## config.mk

```make
export PLATFORM = sky130hd
export DESIGN_NAME = tio_sequencer
export DESIGN_NICKNAME = d
export VERILOG_FILES = /design/src/pkg/tio_pkg.sv /design/src/logic/tio_chan_matrix.sv /design/src/logic/tio_pack_unit.sv /design/src/logic/tio_sequencer.sv
export SDC_FILE = /design/constraint.sdc
export NUM_CORES = 1
export LEC_CHECK = 0
export BUFFER_PORTS_ARGS = -buffer_cell sky130_fd_sc_hd__buf_2
export CORE_MARGIN = 5
export CORE_UTILIZATION = 50
export CTS_BUF_LIST = sky130_fd_sc_hd__clkbuf_2 sky130_fd_sc_hd__clkbuf_4 sky130_fd_sc_hd__clkbuf_8
export CTS_CLUSTER_SIZE = 10
export DETAILED_ROUTE_END_ITERATION = 6
export GPL_TIMING_DRIVEN = 0
export PLACE_DENSITY = 0.81
export SETUP_SLACK_MARGIN = 0.5
export SLEW_MARGIN = 20
export SYNTH_ARGS = -nofsm -noshare
export SYNTH_HDL_FRONTEND = slang
export SYNTH_SLANG_ARGS = --single-unit
```

## constraint.sdc

```tcl
create_clock -name clk -period 14.95 [get_ports clk]
set_clock_uncertainty 0.2 [all_clocks]
set_input_delay 1.495 -clock clk [delete_from_list [all_inputs] [get_ports clk]]
set_output_delay 1.495 -clock clk [all_outputs]
set_load 0.05 [all_outputs]
```

## src/pkg/tio_pkg.sv

```systemverilog
/*
 * Shared constants for the table transfer sequencer: control word fields,
 * register offsets, reset values, channel matrix contents, sequence timing
 * and the sequencer state type.
 * Assumes a 200 MHz clock and a 24-bit core memory of 16K words.
 */
package tio_pkg;
   localparam int NUM_CH = 48;
   localparam int CH_W = 6;
   localparam int WORD_W = 24;
   localparam int ADDR_W = 14;
   localparam int DEV_W = 6;
   localparam int SPD_W = 3;
   localparam int RADDR_W = 8;

   // control word fields
   localparam int Y_LSB = 0;
   localparam int P_LSB = 14;
   localparam int C_LSB = 16;
   localparam int N_LSB = 18;
   localparam int N_W = 6;
   localparam logic [N_W-1:0] N_DONE = 6'h3F;
   localparam logic [1:0] C_ZERO = 2'h0;

   // packing modes and rotations
   localparam logic [1:0] PMODE_FOUR = 2'h0;
   localparam logic [1:0] PMODE_THREE = 2'h1;
   localparam logic [1:0] PMODE_TWO = 2'h2;
   localparam int ROT_FOUR = 6;
   localparam int ROT_THREE = 8;
   localparam int ROT_TWO = 12;
   localparam logic [WORD_W-1:0] MASK_FOUR = 24'h00003F;
   localparam logic [WORD_W-1:0] MASK_THREE = 24'h0000FF;
   localparam logic [WORD_W-1:0] MASK_TWO = 24'h000FFF;

   // channel matrix contents
   localparam logic [ADDR_W-1:0] RESP_BASE = 14'h0040;
   localparam logic [NUM_CH-1:0] DIR_OUT_MASK = 48'hAAAAAAAAAAAA;
   localparam logic [NUM_CH-1:0] FAST_MASK = 48'h00000000FFFF;
   localparam logic [SPD_W-1:0] SPD_HI_A = 3'h4;
   localparam logic [SPD_W-1:0] SPD_HI_B = 3'h7;
   localparam logic [SPD_W-1:0] SPD_LO_A = 3'h1;
   localparam logic [SPD_W-1:0] SPD_LO_B = 3'h2;

   // sequence timing
   localparam int CLK_MHZ = 200;
   localparam real FAST_TIME_US = 12.7;
   localparam real SLOW_TIME_US = 30.7;
   localparam int FAST_CYC = int'(FAST_TIME_US * CLK_MHZ);
   localparam int SLOW_CYC = int'(SLOW_TIME_US * CLK_MHZ);
   localparam int TMR_W = 16;

   // register map
   localparam logic [RADDR_W-1:0] REG_CTRL = 8'h00;
   localparam logic [RADDR_W-1:0] REG_STAT = 8'h04;
   localparam logic [RADDR_W-1:0] REG_IRQ_STAT = 8'h08;
   localparam logic [RADDR_W-1:0] REG_IRQ_MASK = 8'h0C;
   localparam logic [RADDR_W-1:0] REG_LAST_CW = 8'h10;
   localparam int IRQ_W = 2;
   localparam int IRQ_DONE_BIT = 0;
   localparam int IRQ_XFER_BIT = 1;
   localparam logic CTRL_RST = 1'b0;
   localparam logic [IRQ_W-1:0] MASK_RST = 2'h0;

   typedef enum logic [7:0] {
      S_IDLE   = 8'h01,
      S_CW_RD  = 8'h02,
      S_CW_UPD = 8'h04,
      S_CW_WR  = 8'h08,
      S_DAT_RD = 8'h10,
      S_DAT_XF = 8'h20,
      S_DAT_WR = 8'h40,
      S_PAD    = 8'h80
   } tio_state_type;
endpackage : tio_pkg

```

## src/logic/tio_chan_matrix.sv

```systemverilog
/*
 * Wired channel matrix: for a channel number gives its interrupt response
 * address, device code, direction and speed code.
 * Assumes the channel number is below the channel count.
 */
`timescale 1ns/10ps
module tio_chan_matrix (
   input wire logic [tio_pkg::CH_W-1:0] chan,
   output logic [tio_pkg::ADDR_W-1:0] resp_addr,
   output logic [tio_pkg::DEV_W-1:0] dev_code,
   output logic dir_out,
   output logic [tio_pkg::SPD_W-1:0] channel_speed_code
);
   logic [tio_pkg::ADDR_W-1:0] addr_tab [tio_pkg::NUM_CH];
   logic [tio_pkg::SPD_W-1:0] spd_tab [tio_pkg::NUM_CH];

   // fixed per-channel wiring, no software can alter it
   genvar gi;
   generate
      for (gi = 0; gi < tio_pkg::NUM_CH; gi++) begin : g_row
         assign addr_tab[gi] = tio_pkg::RESP_BASE
            + tio_pkg::ADDR_W'(gi);
         assign spd_tab[gi] = tio_pkg::FAST_MASK[gi] ? tio_pkg::SPD_HI_A
            : tio_pkg::SPD_LO_A;
      end
   endgenerate

   always_comb begin
      resp_addr = addr_tab[chan];
      dev_code = chan;
      dir_out = tio_pkg::DIR_OUT_MASK[chan];
      channel_speed_code = spd_tab[chan];
   end
endmodule : tio_chan_matrix

```

## src/logic/tio_pack_unit.sv

```systemverilog
/*
 * Character packer: rotates the buffer word by the packing mode, clears it
 * before the first input character and merges or extracts one character.
 * Assumes the caller supplies the packing mode of the current control word.
 */
`timescale 1ns/10ps
module tio_pack_unit (
   input wire logic [tio_pkg::WORD_W-1:0] word_in,
   input wire logic [1:0] pmode,
   input wire logic first_char,
   input wire logic dir_out,
   input wire logic [tio_pkg::WORD_W-1:0] dev_char,
   output logic [tio_pkg::WORD_W-1:0] word_out,
   output logic [tio_pkg::WORD_W-1:0] char_out
);
   logic [tio_pkg::WORD_W-1:0] src;
   logic [tio_pkg::WORD_W-1:0] rot;
   logic [tio_pkg::WORD_W-1:0] mask;

   always_comb begin
      src = (first_char && !dir_out) ? '0 : word_in;
      case (pmode)
         tio_pkg::PMODE_FOUR: begin
            rot = {src[17:0], src[23:18]};
            mask = tio_pkg::MASK_FOUR;
         end
         tio_pkg::PMODE_THREE: begin
            rot = {src[15:0], src[23:16]};
            mask = tio_pkg::MASK_THREE;
         end
         tio_pkg::PMODE_TWO: begin
            rot = {src[11:0], src[23:12]};
            mask = tio_pkg::MASK_TWO;
         end
         default: begin
            rot = src;
            mask = '1;
         end
      endcase
      word_out = dir_out ? rot : (rot | (dev_char & mask));
      char_out = rot & mask;
   end
endmodule : tio_pack_unit

```

## src/logic/tio_sequencer.sv

```systemverilog
/*
 * Table transfer sequencer: services peripheral channel interrupts by a
 * fixed hardware sequence that fetches and updates the channel control
 * word and moves one character between the device and core memory.
 * Assumes a memory port with one-cycle read latency and no wait states,
 * a device port on this clock, and interrupt lines from outside the clock.
 */
`timescale 1ns/10ps
module tio_sequencer #(
   parameter int SLOW_CYCLES = tio_pkg::SLOW_CYC
) (
   input wire logic clk,
   input wire logic rst,
   input wire logic [tio_pkg::NUM_CH-1:0] chan_irq,
   output logic mem_rd,
   output logic mem_wr,
   output logic [tio_pkg::ADDR_W-1:0] mem_addr,
   output logic [tio_pkg::WORD_W-1:0] mem_wdata,
   input wire logic [tio_pkg::WORD_W-1:0] mem_rdata,
   output logic [tio_pkg::DEV_W-1:0] dev_code,
   output logic dev_in_ack,
   output logic dev_out_strobe,
   output logic [tio_pkg::WORD_W-1:0] dev_out_data,
   input wire logic [tio_pkg::WORD_W-1:0] dev_in_data,
   output logic cpu_hold,
   output logic table_done,
   output logic [tio_pkg::CH_W-1:0] table_done_chan,
   input wire logic [tio_pkg::RADDR_W-1:0] reg_addr,
   input wire logic [31:0] reg_wdata,
   input wire logic reg_wr,
   input wire logic reg_rd,
   output logic [31:0] reg_rdata,
   output logic irq
);
   localparam int FAST_CYCLES = tio_pkg::FAST_CYC;

   tio_pkg::tio_state_type state_ff, nxt_state;
   logic [tio_pkg::NUM_CH-1:0] sync1_ff, sync2_ff, sync3_ff, level_ff;
   logic [tio_pkg::NUM_CH-1:0] rise, pend_ff;
   logic [tio_pkg::CH_W-1:0] chan_ff, pick;
   logic pick_ok;
   logic [tio_pkg::ADDR_W-1:0] m_resp;
   logic [tio_pkg::DEV_W-1:0] m_dev;
   logic m_dir;
   logic [tio_pkg::SPD_W-1:0] m_spd;
   logic dir_ff, fast_ff, first_ff;
   logic [tio_pkg::ADDR_W-1:0] resp_ff;
   logic [tio_pkg::WORD_W-1:0] cw_ff;
   logic [tio_pkg::TMR_W-1:0] tmr_ff;
   logic pad_done;
   logic [tio_pkg::ADDR_W-1:0] cw_y, new_y;
   logic [1:0] cw_c, cw_p, new_c;
   logic [2:0] c_sum;
   logic [tio_pkg::N_W-1:0] cw_n, new_n;
   logic [tio_pkg::WORD_W-1:0] new_cw;
   logic done_now;
   logic [tio_pkg::WORD_W-1:0] pk_word, pk_char;
   logic en_ff;
   logic [tio_pkg::IRQ_W-1:0] istat_ff, imask_ff, ev;
   logic done_ev_ff, xfer_ev_ff;

   // three-stage capture of asynchronous channel lines
   genvar gi;
   generate
      for (gi = 0; gi < tio_pkg::NUM_CH; gi++) begin : g_sync
         always_ff @(posedge clk or posedge rst) begin
            if (rst) begin
               sync1_ff[gi] <= 1'b0;
               sync2_ff[gi] <= 1'b0;
               sync3_ff[gi] <= 1'b0;
               level_ff[gi] <= 1'b0;
            end else begin
               sync1_ff[gi] <= chan_irq[gi];
               sync2_ff[gi] <= sync1_ff[gi];
               sync3_ff[gi] <= sync2_ff[gi];
               if (sync2_ff[gi] == sync3_ff[gi]) begin
                  level_ff[gi] <= sync3_ff[gi];
               end
            end
         end
         assign rise[gi] = (sync2_ff[gi] == sync3_ff[gi]) && sync3_ff[gi]
            && !level_ff[gi];
      end
   endgenerate

   // lowest channel wins; one pending bit per channel
   always_comb begin
      pick = '0;
      pick_ok = 1'b0;
      for (int i = tio_pkg::NUM_CH - 1; i >= 0; i--) begin
         if (pend_ff[i]) begin
            pick = tio_pkg::CH_W'(i);
            pick_ok = 1'b1;
         end
      end
   end

   // a new edge in the clearing cycle keeps the request
   always_ff @(posedge clk or posedge rst) begin
      if (rst) begin
         pend_ff <= '0;
      end else begin
         for (int i = 0; i < tio_pkg::NUM_CH; i++) begin
            if (rise[i]) begin
               pend_ff[i] <= 1'b1;
            end else if (state_ff == tio_pkg::S_IDLE && en_ff && pick_ok
               && pick == tio_pkg::CH_W'(i)) begin
               pend_ff[i] <= 1'b0;
            end
         end
      end
   end

   tio_chan_matrix u_matrix (
      .chan(pick),
      .resp_addr(m_resp),
      .dev_code(m_dev),
      .dir_out(m_dir),
      .channel_speed_code(m_spd)
   );

   // control word update
   always_comb begin
      cw_y = mem_rdata[tio_pkg::Y_LSB +: tio_pkg::ADDR_W];
      cw_p = mem_rdata[tio_pkg::P_LSB +: 2];
      cw_c = mem_rdata[tio_pkg::C_LSB +: 2];
      cw_n = mem_rdata[tio_pkg::N_LSB +: tio_pkg::N_W];
      new_y = cw_y + tio_pkg::ADDR_W'(cw_c == cw_p);
      c_sum = {1'b0, cw_c} + 3'h1;
      new_n = cw_n + tio_pkg::N_W'(c_sum[2]);
      new_c = (c_sum[1:0] == tio_pkg::C_ZERO) ? cw_p : c_sum[1:0];
      done_now = c_sum[2] && (new_n == tio_pkg::N_DONE);
      new_cw = mem_rdata;
      new_cw[tio_pkg::Y_LSB +: tio_pkg::ADDR_W] = new_y;
      new_cw[tio_pkg::C_LSB +: 2] = new_c;
      new_cw[tio_pkg::N_LSB +: tio_pkg::N_W] = new_n;
   end

   tio_pack_unit u_pack (
      .word_in(mem_rdata),
      .pmode(cw_ff[tio_pkg::P_LSB +: 2]),
      .first_char(first_ff),
      .dir_out(dir_ff),
      .dev_char(dev_in_data),
      .word_out(pk_word),
      .char_out(pk_char)
   );

   assign pad_done = fast_ff ? (tmr_ff >= tio_pkg::TMR_W'(FAST_CYCLES - 1))
      : (tmr_ff >= tio_pkg::TMR_W'(SLOW_CYCLES - 1));

   always_comb begin
      nxt_state = state_ff;
      case (state_ff)
         tio_pkg::S_IDLE: begin
            if (en_ff && pick_ok) begin
               nxt_state = tio_pkg::S_CW_RD;
            end
         end
         tio_pkg::S_CW_RD: nxt_state = tio_pkg::S_CW_UPD;
         tio_pkg::S_CW_UPD: nxt_state = tio_pkg::S_CW_WR;
         tio_pkg::S_CW_WR: nxt_state = tio_pkg::S_DAT_RD;
         tio_pkg::S_DAT_RD: nxt_state = tio_pkg::S_DAT_XF;
         tio_pkg::S_DAT_XF: nxt_state = tio_pkg::S_DAT_WR;
         tio_pkg::S_DAT_WR: nxt_state = tio_pkg::S_PAD;
         tio_pkg::S_PAD: begin
            if (pad_done) begin
               nxt_state = tio_pkg::S_IDLE;
            end
         end
         default: nxt_state = tio_pkg::S_IDLE;
      endcase
   end

   always_ff @(posedge clk or posedge rst) begin
      if (rst) begin
         state_ff <= tio_pkg::S_IDLE;
      end else begin
         state_ff <= nxt_state;
      end
   end

   // channel context latched at service start
   always_ff @(posedge clk or posedge rst) begin
      if (rst) begin
         chan_ff <= '0;
         resp_ff <= '0;
         dir_ff <= 1'b0;
         fast_ff <= 1'b0;
         dev_code <= '0;
      end else if (state_ff == tio_pkg::S_IDLE && en_ff && pick_ok) begin
         chan_ff <= pick;
         resp_ff <= m_resp;
         dir_ff <= m_dir;
         fast_ff <= (m_spd == tio_pkg::SPD_HI_A)
            || (m_spd == tio_pkg::SPD_HI_B);
         dev_code <= m_dev;
      end
   end

   always_ff @(posedge clk or posedge rst) begin
      if (rst) begin
         cw_ff <= '0;
         first_ff <= 1'b0;
         done_ev_ff <= 1'b0;
      end else if (state_ff == tio_pkg::S_CW_UPD) begin
         cw_ff <= new_cw;
         first_ff <= (cw_c == cw_p);
         done_ev_ff <= done_now;
      end else if (state_ff == tio_pkg::S_IDLE) begin
         done_ev_ff <= 1'b0;
      end
   end

   // cycle timer pads every service to its fixed length
   always_ff @(posedge clk or posedge rst) begin
      if (rst) begin
         tmr_ff <= '0;
      end else if (state_ff == tio_pkg::S_IDLE) begin
         tmr_ff <= '0;
      end else if (!pad_done) begin
         tmr_ff <= tmr_ff + tio_pkg::TMR_W'(1);
      end
   end

   // memory port; only control words and table words are touched
   always_ff @(posedge clk or posedge rst) begin
      if (rst) begin
         mem_rd <= 1'b0;
         mem_wr <= 1'b0;
         mem_addr <= '0;
         mem_wdata <= '0;
      end else begin
         mem_rd <= 1'b0;
         mem_wr <= 1'b0;
         case (nxt_state)
            tio_pkg::S_CW_RD: begin
               mem_rd <= 1'b1;
               mem_addr <= m_resp;
            end
            tio_pkg::S_CW_WR: begin
               mem_wr <= 1'b1;
               mem_addr <= resp_ff;
               mem_wdata <= new_cw;
            end
            tio_pkg::S_DAT_RD: begin
               mem_rd <= 1'b1;
               mem_addr <= cw_ff[tio_pkg::Y_LSB +: tio_pkg::ADDR_W];
            end
            tio_pkg::S_DAT_WR: begin
               mem_wr <= 1'b1;
               mem_wdata <= pk_word;
            end
            default: begin
            end
         endcase
      end
   end

   // exactly one character per service
   always_ff @(posedge clk or posedge rst) begin
      if (rst) begin
         dev_in_ack <= 1'b0;
         dev_out_strobe <= 1'b0;
         dev_out_data <= '0;
      end else begin
         dev_in_ack <= 1'b0;
         dev_out_strobe <= 1'b0;
         if (state_ff == tio_pkg::S_DAT_XF) begin
            if (dir_ff) begin
               dev_out_strobe <= 1'b1;
               dev_out_data <= pk_char;
            end else begin
               dev_in_ack <= 1'b1;
            end
         end
      end
   end

   // program is frozen, never altered, while the sequence owns memory
   always_ff @(posedge clk or posedge rst) begin
      if (rst) begin
         cpu_hold <= 1'b0;
      end else begin
         cpu_hold <= (nxt_state != tio_pkg::S_IDLE);
      end
   end

   always_ff @(posedge clk or posedge rst) begin
      if (rst) begin
         table_done <= 1'b0;
         table_done_chan <= '0;
         xfer_ev_ff <= 1'b0;
      end else begin
         xfer_ev_ff <= (state_ff == tio_pkg::S_PAD) && pad_done;
         table_done <= (state_ff == tio_pkg::S_PAD) && pad_done
            && done_ev_ff;
         if ((state_ff == tio_pkg::S_PAD) && pad_done && done_ev_ff) begin
            table_done_chan <= chan_ff;
         end
      end
   end

   // register file
   assign ev[tio_pkg::IRQ_DONE_BIT] = table_done;
   assign ev[tio_pkg::IRQ_XFER_BIT] = xfer_ev_ff;

   always_ff @(posedge clk or posedge rst) begin
      if (rst) begin
         en_ff <= tio_pkg::CTRL_RST;
         imask_ff <= tio_pkg::MASK_RST;
      end else if (reg_wr) begin
         if (reg_addr == tio_pkg::REG_CTRL) begin
            en_ff <= reg_wdata[0];
         end
         if (reg_addr == tio_pkg::REG_IRQ_MASK) begin
            imask_ff <= reg_wdata[tio_pkg::IRQ_W-1:0];
         end
      end
   end

   // set beats write-one-to-clear
   always_ff @(posedge clk or posedge rst) begin
      if (rst) begin
         istat_ff <= '0;
      end else begin
         for (int i = 0; i < tio_pkg::IRQ_W; i++) begin
            if (ev[i]) begin
               istat_ff[i] <= 1'b1;
            end else if (reg_wr && reg_addr == tio_pkg::REG_IRQ_STAT
               && reg_wdata[i]) begin
               istat_ff[i] <= 1'b0;
            end
         end
      end
   end

   always_ff @(posedge clk or posedge rst) begin
      if (rst) begin
         irq <= 1'b0;
      end else begin
         irq <= |(istat_ff & imask_ff);
      end
   end

   always_ff @(posedge clk or posedge rst) begin
      if (rst) begin
         reg_rdata <= '0;
      end else begin
         reg_rdata <= '0;
         if (reg_rd) begin
            case (reg_addr)
               tio_pkg::REG_CTRL: reg_rdata <= {31'h00000000, en_ff};
               tio_pkg::REG_STAT: reg_rdata <= {17'h00000, chan_ff,
                  table_done_chan, 2'h0, (state_ff != tio_pkg::S_IDLE)};
               tio_pkg::REG_IRQ_STAT: reg_rdata <= {30'h00000000, istat_ff};
               tio_pkg::REG_IRQ_MASK: reg_rdata <= {30'h00000000, imask_ff};
               tio_pkg::REG_LAST_CW: reg_rdata <= {8'h00, cw_ff};
               default: reg_rdata <= '0;
            endcase
         end
      end
   end
endmodule : tio_sequencer

```

==> metrics.txt <==
FILL cells=2673; Max-Cap Viols=0; synthesized area per cell=11.8 um2; Seq cells post-synth=404; EDFF count, synth=0; Hold Crit Class=reg -> reg; Peak VDD IR=approximately 0.12 mV; routed wire length per instance=20.2 um; period utilisation layout=24.5%; Synth Cell Area=16600 um2; CTS tree=done; Routed Antenna Nets=0; first-pass GRT wire length=69500 um; most used routing layer=met2; final core occ=60.3%; Power Dens Cells=124 nW/um2; Clock transition at path regs=0.06 ns; Post-Layout Cell Count=2189; Highest Clock Rate=~0.27 GHz; GRT Util Overall=24.1%; met1 Use GR=31.4%; Num CTS Buffers=67; post-synthesis sequential area ratio=about three fifths; hold buffers post-CTS=0; DR vias/cell=5.71; slew of the pin with the lowest slew margin=0.885 ns; GR met2 Demand/Resource=about two fifths; Worst EP arrival=3.92 ns; Clock Sinks=404; Final setup viols=0; Main synth FF type=dfrtp_1; final hold violations=0; Setup crit start kind=input pin; RSZ-0062 raised after global routing=no; FFs w/ async S/R, synth=100%; critical path class=in -> reg; reg2reg start=pend_ff[9]; IO Pins=253; CP endpoint kind=register; largest net degree at the start of global routing=roughly 110; clock latency on the worst-skew pair=0.62 ns; Clock Tree Buf Depth=3; root buf cell=clkbuf_8; TritonRoute pass-1 iters=5; vias in the first global route=12717; Max Slew Vio Count=0; Setup Fix Bufs, Post-CTS=0; Post-Synthesis Cells=1415; DP Cell Count=2073; Worst EP required=between 15 and 20 ns; core area=32700 um2; Area Overhead vs Synth=18.5%; Die Wd=roughly 190 um; initial antenna violation count=2; GR Util met3=5.86%; post_cts resized=0; worst-path fanout max=8; P_leak=9.19 nW; max_slew headroom=40.5%; height of the die=192 um; Rows=between 60 and 70; die area=between 30000 and 40000 um2; Warnings, synthesis=0; Distinct cells, synth=72; Initial DRC Count=1007; Tmin final=approximately 3.7 ns; placer congestion estimate=around 0.95; final wirelength=44100 um; layout cells sized above 1=24.9%; Critical Path Source=mem_rdata[15]; Hold Crit Start=sync1_ff[6]; IO buf count=about 200; routed via count=12502; status=finished, final reports clean; Starting Density=50.9%; # nets final=1894; Tot Pwr=between 0.002 and 0.0025 W; Final HPWL DP=31900 um; GRT overflow=0; drc violations=0; H-tree level count=3
==> layout make-up <==
cell class,count,area [um2],area share (%)
sequential,404,10100,51.3
multi-input combinational,897,6030,30.6
clock buffer,97,1230,6.23
timing repair buffer,209,1140,5.76
tap,442,553,2.81
buffer,76,348,1.76
inverter,45,178,0.901
clock inverter,17,124,0.628
antenna,2,5.00,0.0254
==> flip-flops by register name (all words and copies together) (netlist names), 3 cells and up <==
name             count
level_ff            48
pend_ff             48
sync1_ff            48
sync2_ff            48
sync3_ff            48
cw_ff               24
dev_out_data        24
mem_wdata           24
reg_rdata           24
tmr_ff              16
mem_addr            14
state_ff             8
table_done_chan      6
chan_ff              5
resp_ff              3
==> cells by family (layout without fill, tap and decap cells) <==
logic type               after synthesis  count (layout)  share of synthesized area [%]
AO/OA/AOI/OAI                        334             334                           12.9
XOR/XNOR                              25              25                           1.32
adder cells (fa/ha/maj)               54              54                           4.06
buffers and inverters                121             444                           3.11
flip-flops                           404             404                           60.8
multiplexers                          73              73                           5.73
other                                  1              10                         0.0225
AND/OR/NAND/NOR                      403             403                           12.1
==> power breakdown <==
part	internal (W)	switching [W]	leakage, nW
Combinational	0.0000912	0.000198	3.72
Sequential	0.00115	0.0000317	4.76
Clock	0.000533	0.000437	0.717
Total	0.00177	0.000667	9.19
==> synthesized netlist by cell type, types with 3 or more instances <==
master     instances  area [um2]
xnor2_1           12         105
nor3_1            27         135
and4_1             4        35.0
a22o_1            21         184
a2bb2oi_1          7        61.3
a21o_1             7        52.6
nor2b_1           35         219
nand2_1          148         556
and3_1            14        87.6
or4_4              4        45.0
or3_1              4        25.0
a21oi_1           67         335
a22oi_1           23         173
xor2_1            13         114
nand4_1            9        56.3
inv_1             42         158
nor4_1            17         106
o31ai_1           13        97.6
a221oi_1          14         123
or4_1              9        67.6
nand2b_1           8        50.1
a221o_1            4        40.0
buf_4             13        97.6
buf_2              4        20.0
o21a_1            19         143
a31oi_1           16         100
mux2_2            57         642
nand3b_1           3        22.5
nor2_1            77         289
a41oi_1            3        26.3
ha_1              54         676
and2_1             6        37.5
or2_2              3        18.8
o21ai_0          100         500
dfrtp_1          403       10100
buf_1              6        22.5
a211oi_1           5        37.5
clkbuf_1          51         191
o211ai_1          16         120
o22ai_1            5        31.3
mux4_2            12         270
mux2i_1            4        40.0
nand3_1           20         100
==> per-stage QoR <==
stage	setup TNS [ns]	hold WS [ns]	area, um2	setup slack, ns
2_1_floorplan	0	0.131	16700	2.02
3_3_place_gp	-631.81	0.131	18200	-1.61
3_5_place_dp	0	0.135	18400	10.75
4_1_cts	0	0.131	19700	11.36
5_1_grt	0	0.142	19700	11.04
6_report	0	0.140	19700	11.29
==> worst paths after layout <==
path	end	slack, ns	depth (start not counted)
setup / recovery	mem_wdata[10]	11.29	12
hold / removal	sync2_ff[6]	0.14	0
setup reg to reg	pend_ff[13]	11.31	8
hold reg to reg	sync2_ff[6]	0.14	0
max in group asynchronous	sync1_ff[12]	11.94	6
min in group asynchronous	dev_out_data[12]	0.60	2
==> worst max-delay path, cell delays in order <==
cell and delay (ns):
clkbuf_1 0.48, xor2_1 0.15, nor2_1 0.18, ha_1 0.25, ha_1 0.21, nand3_1 0.17, nor3_1 0.33, nand2_1 0.11
xor2_1 0.16, nand2_1 0.13, o211ai_1 0.15, o21ai_0 0.11
==> routing by layer <==
metal  vias to the layer above  wire length, um
li1                       5621                -
met1                      6190            17600
met2                       572            20800
met3                       119             3950
met4                         0             1790
met5                         -                0
==> layout by cell type (no fill, tap or decap), types with 17 or more instances in the layout <==
cell	synthesis	final
nor3_1	27	27
nand3_1	20	20
inv_1	42	41
a21oi_1	67	67
buf_2	4	209
a22oi_1	23	23
nand2_1	148	148
dfrtp_1	403	403
o21ai_0	100	100
o21a_1	19	19
clkbuf_8	0	80
clkbuf_1	51	51
clkbuf_4	0	17
nor4_1	17	17
ha_1	54	54
a22o_1	21	21
nor2b_1	35	35
mux2_2	57	57
nor2_1	77	77
Note: power is estimated with default switching activity, not from simulation.
